[config.mk]
export PLATFORM = sky130hd
export DESIGN_NAME = csd_status_regs
export DESIGN_NICKNAME = d
export VERILOG_FILES = /design/src/rtl/csd_pkg.sv /design/src/rtl/csd_sync.sv /design/src/rtl/csd_ov_hold.sv /design/src/rtl/csd_status_regs.sv
export VERILOG_INCLUDE_DIRS = /design/src /design/src/rtl
export SDC_FILE = /design/constraint.sdc
export NUM_CORES = 1
export LEC_CHECK = 0
export ABC_AREA = 1
export BUFFER_PORTS_ARGS = -buffer_cell sky130_fd_sc_hd__buf_2
export CORE_UTILIZATION = 51
export DETAILED_ROUTE_END_ITERATION = 16
export PLACE_DENSITY_LB_ADDON = 0.12
export SLEW_MARGIN = 20
export SYNTH_ARGS = -nofsm -noshare
export SYNTH_HDL_FRONTEND = slang
export SYNTH_SLANG_ARGS = --single-unit
export TNS_END_PERCENT = 1
[constraint.sdc]
create_clock -name ref_clk -period 1.4 [get_ports ref_clk]
set_input_delay 0.21 -clock ref_clk [delete_from_list [all_inputs] [get_ports ref_clk]]
set_output_delay 0.21 -clock ref_clk [all_outputs]
set_load 0.03 [all_outputs]
[src/rtl/csd_defs.svh]
`ifndef CSD_DEFS_SVH
`define CSD_DEFS_SVH

// register offsets
`define CSD_ADDR_CHG_DETAIL 8'hB4
`define CSD_ADDR_BYP_DETAIL 8'hB5
`define CSD_REG_RESET 8'h00

// charger_state_detail field positions
`define CSD_CHG_LSB 0
`define CSD_CHG_MSB 3
`define CSD_BAT_LSB 4
`define CSD_BAT_MSB 6
`define CSD_FOLDBACK_BIT 7

// charge_state_code values
`define CSD_CHG_PREQUAL 4'h0
`define CSD_CHG_FAST_CC 4'h1
`define CSD_CHG_FAST_CV 4'h2
`define CSD_CHG_TOPOFF 4'h3
`define CSD_CHG_TOPOFF_DONE 4'h4
`define CSD_CHG_DONE 4'h5
`define CSD_CHG_TIMER_FAULT 4'h6
`define CSD_CHG_DETECT_SUSP 4'h7
`define CSD_CHG_OFF 4'h8
`define CSD_CHG_THERM_SHDN 4'hA
`define CSD_CHG_WDOG 4'hC

// battery_state_code values
`define CSD_BAT_NONE 3'h0
`define CSD_BAT_PREQUAL 3'h1
`define CSD_BAT_TIMER 3'h2
`define CSD_BATTERY_HEALTHY 3'h3
`define CSD_BAT_LOW 3'h4
`define CSD_BAT_OVERVOLT 3'h5
`define CSD_BAT_OVERCURR 3'h6

// timing: overvoltage code hold after the battery drops below threshold
`define CSD_CLK_PERIOD_NS 10
`define CSD_OV_HOLD_US 37500
`define CSD_OV_HOLD_CYC ((`CSD_OV_HOLD_US * 1000) / `CSD_CLK_PERIOD_NS)

`endif

[src/rtl/csd_pkg.sv]
package csd_pkg;
    typedef logic [3:0] csd_chg_code_t;
    typedef logic [2:0] csd_bat_code_t;
    typedef logic [3:0] csd_byp_bits_t;
endpackage

[src/rtl/csd_sync.sv]
`timescale 1ns/1ps
// two-flop synchroniser for a bundle of independent analog status levels
module csd_sync #(
    parameter int WIDTH = 1
) (
    input wire logic ref_clk,
    input wire logic arst_n,
    input wire logic [WIDTH-1:0] asyncIn,
    output logic [WIDTH-1:0] syncOut
);
    logic [WIDTH-1:0] meta_ff;
    logic [WIDTH-1:0] sync_ff;
    logic [WIDTH-1:0] nxt_meta;
    logic [WIDTH-1:0] nxt_sync;

    // next values: first stage only feeds the second
    always_comb
    begin
        nxt_meta = asyncIn;
        nxt_sync = meta_ff;
    end

    always_ff @(posedge ref_clk or negedge arst_n)
    begin
        if (!arst_n)
        begin
            meta_ff <= '0;
            sync_ff <= '0;
        end
        else
        begin
            meta_ff <= nxt_meta;
            sync_ff <= nxt_sync;
        end
    end

    assign syncOut = sync_ff;
endmodule

[src/rtl/csd_ov_hold.sv]
`timescale 1ns/1ps
`include "csd_defs.svh"
// stretches the overvoltage condition for a fixed hold after it clears
module csd_ov_hold #(
    parameter int HOLD_CYC = `CSD_OV_HOLD_CYC
) (
    input wire logic ref_clk,
    input wire logic arst_n,
    input wire logic ovRaw,
    output logic ovHeld
);
    localparam int CW = $clog2(HOLD_CYC + 1);
    logic [CW-1:0] holdCnt_ff;
    logic [CW-1:0] nxt_holdCnt;

    // reload while over threshold, count down afterwards
    always_comb
    begin
        if (ovRaw)
            nxt_holdCnt = CW'(HOLD_CYC);
        else if (holdCnt_ff != '0)
            nxt_holdCnt = holdCnt_ff - CW'(1);
        else
            nxt_holdCnt = holdCnt_ff;
    end

    always_ff @(posedge ref_clk or negedge arst_n)
    begin
        if (!arst_n)
            holdCnt_ff <= '0;
        else
            holdCnt_ff <= nxt_holdCnt;
    end

    assign ovHeld = ovRaw | (holdCnt_ff != '0);
endmodule

[src/rtl/csd_status_regs.sv]
`timescale 1ns/1ps
`include "csd_defs.svh"
module csd_status_regs #(
    parameter int OV_HOLD_CYC = `CSD_OV_HOLD_CYC
) (
    input wire logic ref_clk,
    input wire logic arst_n,
    input wire logic dieOverShutdown,
    input wire logic watchdogExpired,
    input wire logic chargerOff,
    input wire logic battery_detect_input,
    input wire logic timerFault,
    input wire logic topOffAboveRestart,
    input wire logic topOffActive,
    input wire logic fastCvActive,
    input wire logic fastCcActive,
    input wire logic batBelowPrequal,
    input wire logic batAboveSysMin,
    input wire logic batNoBattery,
    input wire logic batOverCurrent,
    input wire logic batOverThreshold,
    input wire logic inputValid,
    input wire logic boostActive,
    input wire logic dieOverRegulation,
    input wire logic otg_current_limit_hit,
    input wire logic boost_current_limit_hit,
    input wire logic buck_reverse_current_limit_hit,
    input wire logic regRdEn,
    input wire logic [7:0] regAddr,
    output logic [7:0] regRdData,
    output logic regRdValid,
    output logic bypass_change_irq,
    output logic charger_healthy,
    output logic battery_healthy,
    output logic bypass_healthy
);
    localparam int NSYNC = 20;

    ////////////////////////////////////////////////////////////////////////////
    // encoders

    // charge state: highest-severity condition wins, never a reserved code
    function automatic csd_pkg::csd_chg_code_t encChg(input logic [NSYNC-1:0] s);
        if (s[0])
            encChg = `CSD_CHG_THERM_SHDN;
        else if (s[1])
            encChg = `CSD_CHG_WDOG;
        else if (s[2])
            encChg = `CSD_CHG_OFF;
        else if (s[3])
            encChg = `CSD_CHG_DETECT_SUSP;
        else if (s[4])
            encChg = `CSD_CHG_TIMER_FAULT;
        else if (s[5])
            encChg = `CSD_CHG_TOPOFF_DONE;
        else if (s[6])
            encChg = `CSD_CHG_TOPOFF;
        else if (s[7])
            encChg = `CSD_CHG_FAST_CV;
        else if (s[8])
            encChg = `CSD_CHG_FAST_CC;
        else if (s[9])
            encChg = `CSD_CHG_PREQUAL;
        else
            encChg = `CSD_CHG_OFF;
    endfunction

    // battery state with fault priority
    function automatic csd_pkg::csd_bat_code_t encBat(input logic [NSYNC-1:0] s, input logic ov);
        if (s[12])
            encBat = `CSD_BAT_OVERCURR;
        else if (s[11])
            encBat = `CSD_BAT_NONE;
        else if (ov)
            encBat = `CSD_BAT_OVERVOLT;
        else if (s[4])
            encBat = `CSD_BAT_TIMER;
        else if (s[9])
            encBat = `CSD_BAT_PREQUAL;
        else if (s[10])
            encBat = `CSD_BATTERY_HEALTHY;
        else
            encBat = `CSD_BAT_LOW;
    endfunction

    // charger healthy decode of a charge code
    function automatic logic chgHealthy(input csd_pkg::csd_chg_code_t c);
        chgHealthy = (c == `CSD_CHG_PREQUAL) || (c == `CSD_CHG_FAST_CC) || (c == `CSD_CHG_FAST_CV) ||
                     (c == `CSD_CHG_TOPOFF) || (c == `CSD_CHG_DONE) || (c == `CSD_CHG_OFF);
    endfunction

    ////////////////////////////////////////////////////////////////////////////
    // input synchronisation and overvoltage hold

    logic [NSYNC-1:0] syn;
    logic ovRaw;
    logic ovHeld;

    csd_sync #(
        .WIDTH(NSYNC)
    ) u_sync (
        .ref_clk(ref_clk),
        .arst_n(arst_n),
        .asyncIn({buck_reverse_current_limit_hit, boost_current_limit_hit, otg_current_limit_hit,
                  dieOverRegulation, boostActive, inputValid, batOverThreshold, batOverCurrent,
                  batNoBattery, batAboveSysMin, batBelowPrequal, fastCcActive, fastCvActive,
                  topOffActive, topOffAboveRestart, timerFault, battery_detect_input, chargerOff,
                  watchdogExpired, dieOverShutdown}),
        .syncOut(syn)
    );

    // overvoltage only counts with a valid input or while boosting
    assign ovRaw = syn[13] & (syn[14] | syn[15]);

    csd_ov_hold #(
        .HOLD_CYC(OV_HOLD_CYC)
    ) u_ov_hold (
        .ref_clk(ref_clk),
        .arst_n(arst_n),
        .ovRaw(ovRaw),
        .ovHeld(ovHeld)
    );

    ////////////////////////////////////////////////////////////////////////////
    // status registers

    csd_pkg::csd_chg_code_t chgCode_ff;
    csd_pkg::csd_chg_code_t nxt_chgCode;
    csd_pkg::csd_bat_code_t batCode_ff;
    csd_pkg::csd_bat_code_t nxt_batCode;
    logic foldback_ff;
    logic nxt_foldback;
    csd_pkg::csd_byp_bits_t bypBits_ff;
    csd_pkg::csd_byp_bits_t nxt_bypBits;
    logic irq_ff;
    logic nxt_irq;
    logic chgOk_ff;
    logic nxt_chgOk;
    logic batOk_ff;
    logic nxt_batOk;
    logic bypOk_ff;
    logic nxt_bypOk;

    // next status values from synchronised conditions
    always_comb
    begin
        nxt_chgCode = encChg(syn);
        nxt_batCode = encBat(syn, ovHeld);
        nxt_foldback = syn[16];
        nxt_bypBits = {1'b0, syn[19], syn[18], syn[17]};
        nxt_irq = (nxt_bypBits != bypBits_ff);
        nxt_chgOk = chgHealthy(nxt_chgCode);
        nxt_batOk = (nxt_batCode == `CSD_BATTERY_HEALTHY) || (nxt_batCode == `CSD_BAT_LOW);
        nxt_bypOk = (nxt_bypBits == '0);
    end

    always_ff @(posedge ref_clk or negedge arst_n)
    begin
        if (!arst_n)
        begin
            chgCode_ff <= '0;
            batCode_ff <= '0;
            foldback_ff <= 1'b0;
            bypBits_ff <= '0;
            irq_ff <= 1'b0;
            chgOk_ff <= 1'b0;
            batOk_ff <= 1'b0;
            bypOk_ff <= 1'b0;
        end
        else
        begin
            chgCode_ff <= nxt_chgCode;
            batCode_ff <= nxt_batCode;
            foldback_ff <= nxt_foldback;
            bypBits_ff <= nxt_bypBits;
            irq_ff <= nxt_irq;
            chgOk_ff <= nxt_chgOk;
            batOk_ff <= nxt_batOk;
            bypOk_ff <= nxt_bypOk;
        end
    end

    assign bypass_change_irq = irq_ff;
    assign charger_healthy = chgOk_ff;
    assign battery_healthy = batOk_ff;
    assign bypass_healthy = bypOk_ff;

    ////////////////////////////////////////////////////////////////////////////
    // read port: one-cycle latency, no write path exists

    logic [7:0] rdData_ff;
    logic [7:0] nxt_rdData;
    logic rdValid_ff;
    logic nxt_rdValid;

    // address decode, unmapped or idle reads return zero
    always_comb
    begin
        nxt_rdValid = regRdEn;
        if (!regRdEn)
            nxt_rdData = `CSD_REG_RESET;
        else if (regAddr == `CSD_ADDR_CHG_DETAIL)
            nxt_rdData = {foldback_ff, batCode_ff, chgCode_ff};
        else if (regAddr == `CSD_ADDR_BYP_DETAIL)
            nxt_rdData = {4'h0, bypBits_ff};
        else
            nxt_rdData = `CSD_REG_RESET;
    end

    always_ff @(posedge ref_clk or negedge arst_n)
    begin
        if (!arst_n)
        begin
            rdData_ff <= `CSD_REG_RESET;
            rdValid_ff <= 1'b0;
        end
        else
        begin
            rdData_ff <= nxt_rdData;
            rdValid_ff <= nxt_rdValid;
        end
    end

    assign regRdData = rdData_ff;
    assign regRdValid = rdValid_ff;
endmodule

==> results of run 1 <==
## synth_stat cells, types with 2 or more instances
library cell,count
dfrtp_1,86
nor2_1,41
nand2_1,38
inv_1,37
o21ai_0,15
nand3_1,14
nor3_1,12
a21oi_1,9
nand4_1,8
nand2_2,6
nor2_4,6
nor2_2,5
xnor2_1,5
xor2_1,5
inv_2,3
nand3b_1,3
nor3_2,2
or2_1,2
or2_2,2
## worst min-delay path by stage
| stage | end | cells after the start | from |
|---|---|---|---|
| detailed placement | bypass_change_irq$_DFF_PN0_ | 2 | arst_n |
| finish | regRdData[2]$_DFF_PN0_ | 7 | regAddr[0] |
| CTS | regRdData[2]$_DFF_PN0_ | 7 | regAddr[0] |
| global route | regRdData[3]$_DFF_PN0_ | 4 | regAddr[0] |
| global placement | bypass_change_irq$_DFF_PN0_ | 2 | arst_n |
| floorplan | batCode_ff[0]$_DFF_PN0_ | 0 | arst_n |
## power by group
part	total (mW)	internal [mW]	switching, mW
clock network	1.57	0.694	0.872
registers	2.72	2.61	0.105
logic	0.714	0.327	0.387
## cell type report
class | count | share of cell area
flip-flops and latches | 86 | 0.478
inverters | 40 | 0.0338
well taps | 77 | 0.0214
multi-input cells | 186 | 0.252
clock buffers | 11 | 0.0313
clock inverters | 4 | 0.00666
repair buffers | 110 | 0.178
## per-stage QoR
step / power, mW / setup WS (ns) / TNS (ns)
6_report: 5.00 / -0.176 / -2.02
5_1_grt: 5.23 / -0.249 / -3.95
4_1_cts: 4.92 / -0.143 / -1.30
3_5_place_dp: 3.32 / -0.133 / -1.28
3_3_place_gp: 3.30 / -0.139 / -1.73
2_1_floorplan: 3.04 / -0.00730 / -0.00993
## worst max-delay path, delay by kind of cell, from the launching register on
kind                       cells  cell delay (ns)
adders and majority gates      1             0.17
buffers and inverters          2             0.14
DFF                            1             0.41
and+or+nand+nor                7             0.73
## cell families (layout without fill, tap and decap cells)
| logic type | count (synthesis) | count (layout) |
|---|---|---|
| buffers and inverters | 42 | 165 |
| xor gates and xnor gates | 10 | 10 |
| adders and majority gates | 1 | 1 |
| AOI/OAI and AO/OA | 31 | 31 |
| and+or+nand+nor | 144 | 144 |
| DFF | 86 | 86 |
## cells in the final DEF (no fill, tap or decap), drive strengths merged, types with 9 or more instances in the layout
master       count
nand2           45
a21oi            9
inv             42
dlygate4sd3     22
clkbuf          11
nor3            14
dfrtp           86
nand4            9
o21ai           17
buf             88
nor2            52
nand3           16
## what timing repair did
action                                  4_1_cts  5_1_grt
buffers inserted                              2        4
cloned                                        0        0
hold buffers                                 22        0
pin swaps                                     6        8
resized for setup                            17       17
endpoints found under the hold margin       107        0
endpoints found under the setup margin       25       26
## sequential cells by signal (all words and copies together), names as in the netlist, 3 cells and up
register and cells:
u_ov_hold.holdCnt_ff 22, bypBits_ff 3, u_sync.meta_ff 20, batCode_ff 3
u_sync.syncOut 20, chgCode_ff 4, regRdData 8
## per-layer routing
layer / up-vias / track usage / routed length [um]
met4: 0 / 0.0893 / 116
li1: 1244 / - / -
met2: 74 / 0.339 / 3240
met1: 1162 / 0.294 / 3210
met3: 12 / 0.0457 / 311
met5: - / 0 / 0
==> impl_metrics.ini, run 1 <==
[outcome]
status = finished, violations left
violations = setup timing

[final_layout]
final_net_count = 465
antennaDiodeCount = 0
fillers = 438
drive_gt1_frac = 0.359
final_cells = 514
regArea_mm2 = 0.00215
multi_input_area_mm2 = 0.00113
fin_util = 0.710
areaGrowthSynthToFinish_pct = 35.2
design_area_mm2 = 0.00451

[floorplan]
die_w_um = 82.9
dieArea_mm2 = 0.00687
io_pins = 44
coreArea_mm2 = 0.00635
rows = 29
start_util = 0.526
dieHeight_um = 82.9

[drt]
first_iter_violations = 160
drc = 0
ant_nets = 0
via_count = 2492
wl_per_cell_um = 13.4
routed_via_density = 4.85
dr.pass1.iters = 4
wl_um = 6880

[clock_network]
clock_sink_count = 86
clk_path_buf_depth = 2
cts_tree = built
htree_num_levels = 3
cts_root_buf = clkbuf_8
clk_latency_ns = 0.36
cts_buffers = 9
cts.clk_slew.worst_paths_ns = 0.09

[synthesis]
syn-num-nets = 346
synth_top_family_by_area = simple AND/OR/NAND/NOR gates
ys_ff_latch = 86
syn_area_per_cell_um2 = 10.6
synth_area_leaders = dfrtp_1 (64%), nor2_1 (4.6%), nand2_1 (4.3%), inv_1 (4.2%), o21ai_0 (2.2%)
synthSimpleGateAreaFrac = 0.224
syn_area_mm2 = 0.00334
synthDistinctLibCells = 34
synth_compound_gate_area_share = 0.0514
async_reset_ff_frac = 1.00
synth_xor_area_frac = 0.0262
synth_top_area_cell = dfrtp_1
synth-seq-area-share = 0.645
synthMuxAreaShare = 0
synth_top_area_share = 0.645
synth-edff-count = 0
synth-adder-area-share = 0.00375
ys_warn_count = 0
syn_inst = 314
synthFlopType = dfrtp_1

[sta]
worst_slack_ns = -0.176
period_share = 1.13
fmax_mhz = 634
hold_violations = 0
relSlewSlack = 0.707
clock_skew_ns = 0.0164
worst_pin_slew_ns = 0.440
setup_violations = 22
rsz0062_at_grt = true
whs_ns = 0.306
slew_viol_final = 0
post-route-min-period_ns = 1.58

[setup_path]
startpoint = u_ov_hold.holdCnt_ff[0]$_DFFE_PN0N_
rr_worst_depth = 10
crit_arrival_ns = 1.82
regToRegSetupSlack_ns = -0.18
crit_chain = inv_2, ha_4, nand2_8, nor2_4, nand3_4, nand2_4, inv_4, nand2_4, or2_1, nand2_1
crit-reg2reg-capture = u_ov_hold.holdCnt_ff[12]$_DFFE_PN0N_
worstPathRequired_ns = 1.64
max_stage_delay_ns = 0.41
cp_slowest_cell = dfrtp_1
cp-start-kind = flip-flop
cp-end-kind = flip-flop
crit_top_cell = nand2_4
crit_type = reg2reg
timing.rr.start = u_ov_hold.holdCnt_ff[0]$_DFFE_PN0N_
cp_max_fo = 7
cp-endpoint = u_ov_hold.holdCnt_ff[12]$_DFFE_PN0N_

[placement]
place.gp.congestion = 0.949
portBuffers = 43
dpl.hpwl_um = 4530
postPlaceCellArea_mm2 = 0.00398
dp.cells = 471

[global_route]
antenna_found_initial = 0
grtUsageTotal = 0.215
grt_pass1_wl_um = 11400
grt_pass1_vias = 2477
grt-ovfl-total = 0
grt_start_max_net_pins = 87

[power]
power_density_mw_per_mm2 = 1110
ir_worst_vdd_uv = 955
p_leak_nw = 2.19

[job]
maxCapViolations = 0

[min_path]
hp-class = in2reg
No activity file was read; power rests on OpenSTA's default activity.
==> run 2, diff against run 1 <==
--- a/config.mk
+++ b/config.mk
@@ -8,7 +8,7 @@
 export LEC_CHECK = 0
 export ABC_AREA = 1
 export BUFFER_PORTS_ARGS = -buffer_cell sky130_fd_sc_hd__buf_2
-export CORE_UTILIZATION = 51
+export CORE_UTILIZATION = 56
 export DETAILED_ROUTE_END_ITERATION = 16
 export PLACE_DENSITY_LB_ADDON = 0.12
 export SLEW_MARGIN = 20
==> constraint.sdc (replaced) <==
create_clock -name ref_clk -period 1.6 [get_ports ref_clk]
set_input_delay 0.24 -clock ref_clk [delete_from_list [all_inputs] [get_ports ref_clk]]
set_output_delay 0.24 -clock ref_clk [all_outputs]
set_load 0.03 [all_outputs]
==> run 2 against run 1 <==
The run now ends clean; cell count down 6.0%; critical path depth unchanged; power down 12%; worst hold slack worse by 0.27 ns; critical path type unchanged; clock-buffer cell count down 2; register-to-register slack better by 0.27 ns; wire length down 10%; design area down 6.1%; clock power about the same; clock skew down 0.0071 ns; combinational power down 32%.
==> impl_metrics.ini, run 2 (synthesized netlist as in run 1, its figures left out) <==
[final_layout]
drive_gt1_frac = 0.282
final_common_cell = dfrtp_1
layout_common_cells = dfrtp_1 (86), buf_2 (42), nand2_1 (37)
top_register = u_ov_hold.holdCnt_ff
antennaDiodeCount = 0
areaGrowthSynthToFinish_pct = 26.9
final_net_count = 438
fillers = 395
fin_util = 0.755
largest_register_ffs = 22

[sta]
worst_pin_slew_ns = 0.421
slew_viol_final = 0
period_share = 0.943
fmax_mhz = 663
whs_ns = 0.0387
clock_skew_ns = 0.00928
setup_violations = 0
post-route-min-period_ns = 1.51
hold_violations = 0
relSlewSlack = 0.719

[global_route]
grt_pass1_vias = 2346
grt_pass1_wl_um = 10400
grt_start_max_net_pins = 87
antenna_found_initial = 0
grt-ovfl-total = 0
grtUsageTotal = 0.223

[floorplan]
dieHeight_um = 79.2
dieArea_mm2 = 0.00627
start_util = 0.595
io_pins = 44
die_w_um = 79.2
rows = 27
coreArea_mm2 = 0.00561

[placement]
portBuffers = 43
dpl.hpwl_um = 4070
place.gp.congestion = 0.841

[setup_path]
cp_max_fo = 7
startpoint = u_ov_hold.holdCnt_ff[16]$_DFFE_PN0N_
cp-end-kind = flip-flop
crit_type = reg2reg
crit_arrival_ns = 1.74
timing.rr.start = u_ov_hold.holdCnt_ff[16]$_DFFE_PN0N_
worstPathRequired_ns = 1.84
cp-start-kind = flip-flop

[min_path]
hp-class = in2reg
worstHoldStart = regRdEn

[clock_network]
clk_path_buf_depth = 2
cts_tree = built
cts.clk_slew.worst_paths_ns = 0.09
cts_root_buf = clkbuf_8
cts_buffers = 9
clock_sink_count = 86
htree_num_levels = 3
clk_latency_ns = 0.35

[power]
ir_worst_vdd_uv = 805
power_density_mw_per_mm2 = 1040
p_leak_nw = 2.07
total_power_mw = 4.40

[drt]
wl_per_cell_um = 12.7
routed_via_density = 4.86
drc = 0
first_iter_violations = 165
via_count = 2347
wl_um = 6160
dr.pass1.iters = 4
ant_nets = 0

[job]
maxCapViolations = 0

[outcome]
status = finished clean
## run 2: routing by layer
layer / GRT usage / share of wire
met2: 0.351 / 0.48
met4: 0.0927 / 0.012
met3: 0.0414 / 0.043
met5: 0 / 0
met1: 0.308 / 0.47
## run 2: through the flow
step / worst slack (ns) / cells / cell area [um2] / TNS, ns
CTS: 0.00834 / 477 / 4160 / 0
global placement: 0.0875 / 440 / 3740 / 0
detailed placement: -0.00574 / 440 / 3740 / -0.00574
finish: 0.0912 / 483 / 4240 / 0
global route: -0.0232 / 483 / 4240 / -0.0640
floorplan: 0.0261 / 314 / 3340 / 0
## run 2: power by group
part,internal [mW],switching (mW)
registers,2.28,0.0883
clock network,0.746,0.795
logic,0.207,0.276
total,3.24,1.16
## run 2: cell type report
cell class / count / area [um2] / share of cell area
Sequential cell: 86 / 2150 / 0.508
Clock inverter: 7 / 80.1 / 0.0189
Tap cell: 72 / 90.1 / 0.0213
Multi-Input combinational cell: 186 / 1060 / 0.249
Clock buffer: 9 / 124 / 0.0292
Timing Repair Buffer: 83 / 583 / 0.138
Inverter: 40 / 150 / 0.0355
## run 2: worst max-delay path, cell delays in order, from the launching register on
cell and delay [ns]:
dfrtp_1 0.43, nor2_2 0.15, nand2_2 0.10, nor2_4 0.19, nand3_4 0.16, inv_2 0.09, nand3_2 0.06, nand2_2 0.08
inv_2 0.04, nand2_1 0.05, nand2_1 0.05
## run 2: worst paths after layout
check	endpoint	slack (ns)	depth (start not counted)
max	battery_healthy$_DFF_PN0_	0.09	10
min	regRdValid$_DFF_PN0_	0.04	1
max reg2reg	battery_healthy$_DFF_PN0_	0.09	10
min reg2reg	foldback_ff$_DFF_PN0_	0.35	0
max in group asynchronous	u_sync.meta_ff[11]$_DFF_PN0_	0.82	3
min in group asynchronous	bypass_healthy$_DFF_PN0_	0.46	3
## run 2: repair_timing
item | 4_1_cts | 5_1_grt
endpoints found under the setup margin | 2 | 22
buffers inserted | 0 | 6
resized for setup | 1 | 11
endpoints found under the hold margin | 106 | 0
hold buffers | 21 | 0
pin swaps | 0 | 7
==> run 3, diff against run 2 <==
--- a/config.mk
+++ b/config.mk
@@ -11,6 +11,7 @@
 export CORE_UTILIZATION = 56
 export DETAILED_ROUTE_END_ITERATION = 16
 export PLACE_DENSITY_LB_ADDON = 0.12
+export REMOVE_ABC_BUFFERS = 1
 export SLEW_MARGIN = 20
 export SYNTH_ARGS = -nofsm -noshare
 export SYNTH_HDL_FRONTEND = slang
==> run 3 against run 2 <==
Sequential power barely moved; first-iteration DRC count down 21%; critical path depth increased by 1; wire length is 7.0% higher; power grew 0.70%; design area rose by 0.41%; global-route usage is 1.1 points higher; sequential share of layout area decreased by 0.18 points; highest routed layer unchanged.
==> impl_metrics.ini, run 3 (synthesized netlist as in run 1, its figures left out) <==
[global_route]
grt_pass1_wl_um = 10700
grt_pass1_vias = 2353
antenna_found_initial = 0
grt-ovfl-total = 0
grtUsageTotal = 0.234
grt_start_max_net_pins = 48

[drt]
via_count = 2438
wl_per_cell_um = 13.6
first_iter_violations = 130
dr.pass1.iters = 5
drc = 0
routed_via_density = 5.05
ant_nets = 0
wl_um = 6590

[floorplan]
rows = 27
start_util = 0.595
dieHeight_um = 79.2
dieArea_mm2 = 0.00627
io_pins = 44
die_w_um = 79.2
coreArea_mm2 = 0.00561

[sta]
hold_violations = 0
post-route-min-period_ns = 1.56
slew_viol_final = 0
whs_ns = 0.0239
worst_pin_slew_ns = 0.350
worst_slack_ns = 0.0392
period_share = 0.976
relSlewSlack = 0.766
clock_skew_ns = 0.0115
setup_violations = 0
rsz0062_at_grt = true
fmax_mhz = 641

[power]
total_power_mw = 4.43
power_density_mw_per_mm2 = 1040
p_leak_nw = 2.06
ir_worst_vdd_uv = 833

[setup_path]
cp-end-kind = flip-flop
timing.rr.start = u_ov_hold.holdCnt_ff[0]$_DFFE_PN0N_
cp-start-kind = flip-flop
rr_worst_depth = 11
crit-reg2reg-capture = battery_healthy$_DFF_PN0_
crit_type = reg2reg
worstPathRequired_ns = 1.85
cp-endpoint = battery_healthy$_DFF_PN0_
cp_max_fo = 8
startpoint = u_ov_hold.holdCnt_ff[0]$_DFFE_PN0N_
crit_arrival_ns = 1.81
regToRegSetupSlack_ns = 0.04

[clock_network]
clock_sink_count = 86
htree_num_levels = 3
clk_latency_ns = 0.35
cts_root_buf = clkbuf_8
clk_path_buf_depth = 2
cts.clk_slew.worst_paths_ns = 0.09
cts_buffers = 9
cts_tree = built

[final_layout]
final_common_cell = dfrtp_1
antennaDiodeCount = 0
largest_register_ffs = 22
fin_util = 0.758
final_net_count = 438
drive_gt1_frac = 0.292
layout_common_cells = dfrtp_1 (85), buf_2 (42), inv_1 (36), nand2_1 (36), nor2_1 (33)
final_cells = 483
top_register = u_ov_hold.holdCnt_ff
areaGrowthSynthToFinish_pct = 27.4

[placement]
portBuffers = 43
dpl.hpwl_um = 4330
dp_worst_setup_slack_ns = 0.0120
dp.cells = 440
place.gp.congestion = 0.871

[min_path]
hp-class = in2reg

[outcome]
status = finished clean

[job]
maxCapViolations = 0
[run 3: what timing repair did]
action,CTS,global route
hold buffers,21,0
pin swaps,0,6
resized for setup,1,18
endpoints found under the hold margin,40,0
buffers inserted,0,6
gates cloned,0,0
setup endpoints to repair,2,17
[run 3: report_power, final]
part	internal (mW)	switching, mW
sequential	2.28	0.0895
clock	0.740	0.802
combinational	0.212	0.300
total	3.24	1.19
[run 3: worst max-delay path, stage by stage (launching register included)]
cell and delay [ns]:
dfrtp_1 0.39, inv_1 0.10, ha_2 0.21, nand2_4 0.08, nor2_4 0.11, nand3_4 0.16, inv_2 0.10, nand3_2 0.06
nand2_2 0.08, inv_2 0.04, nand2_1 0.05, nand2_1 0.05
[run 3: cell type report]
class                   instances  area [um2]
repair buffers                 83         583
fillers                       383        1360
clock inverters                 7        80.1
inverters                      40         150
clock buffers                   9         124
flip-flops and latches         86        2150
well taps                      72        90.1
multi-input cells             186        1070
[run 3: how the worst min path moves through the flow]
| stage | startpoint | endpoint | slack, ns | cells after the start |
|---|---|---|---|---|
| final | regRdEn | regRdValid$_DFF_PN0_ | 0.02 | 1 |
| after global routing | regRdEn | regRdValid$_DFF_PN0_ | 0.006 | 1 |
| after CTS | regRdEn | regRdValid$_DFF_PN0_ | 0.005 | 1 |
| after detailed placement | arst_n | regRdValid$_DFF_PN0_ | 0.14 | 1 |
| after global placement | arst_n | bypass_change_irq$_DFF_PN0_ | 0.14 | 1 |
| after floorplan | arst_n | batCode_ff[0]$_DFF_PN0_ | -0.06 | 0 |
[run 3: per-stage QoR]
step	area (um2)	setup TNS (ns)
after floorplan	3320	0
after global placement	3740	0
after detailed placement	3740	0
after CTS	4160	-0.00759
after global routing	4250	-0.257
final	4250	0
[run 3: metal layers]
| layer | GRT usage | up-vias | wire length [um] | part of all wire |
|---|---|---|---|---|
| li1 | - | 1188 | - | - |
| met4 | 0.104 | 0 | 106 | 0.016 |
| met3 | 0.0586 | 11 | 423 | 0.064 |
| met1 | 0.293 | 1156 | 2710 | 0.41 |
| met5 | 0 | - | 0 | 0 |
| met2 | 0.387 | 83 | 3340 | 0.51 |
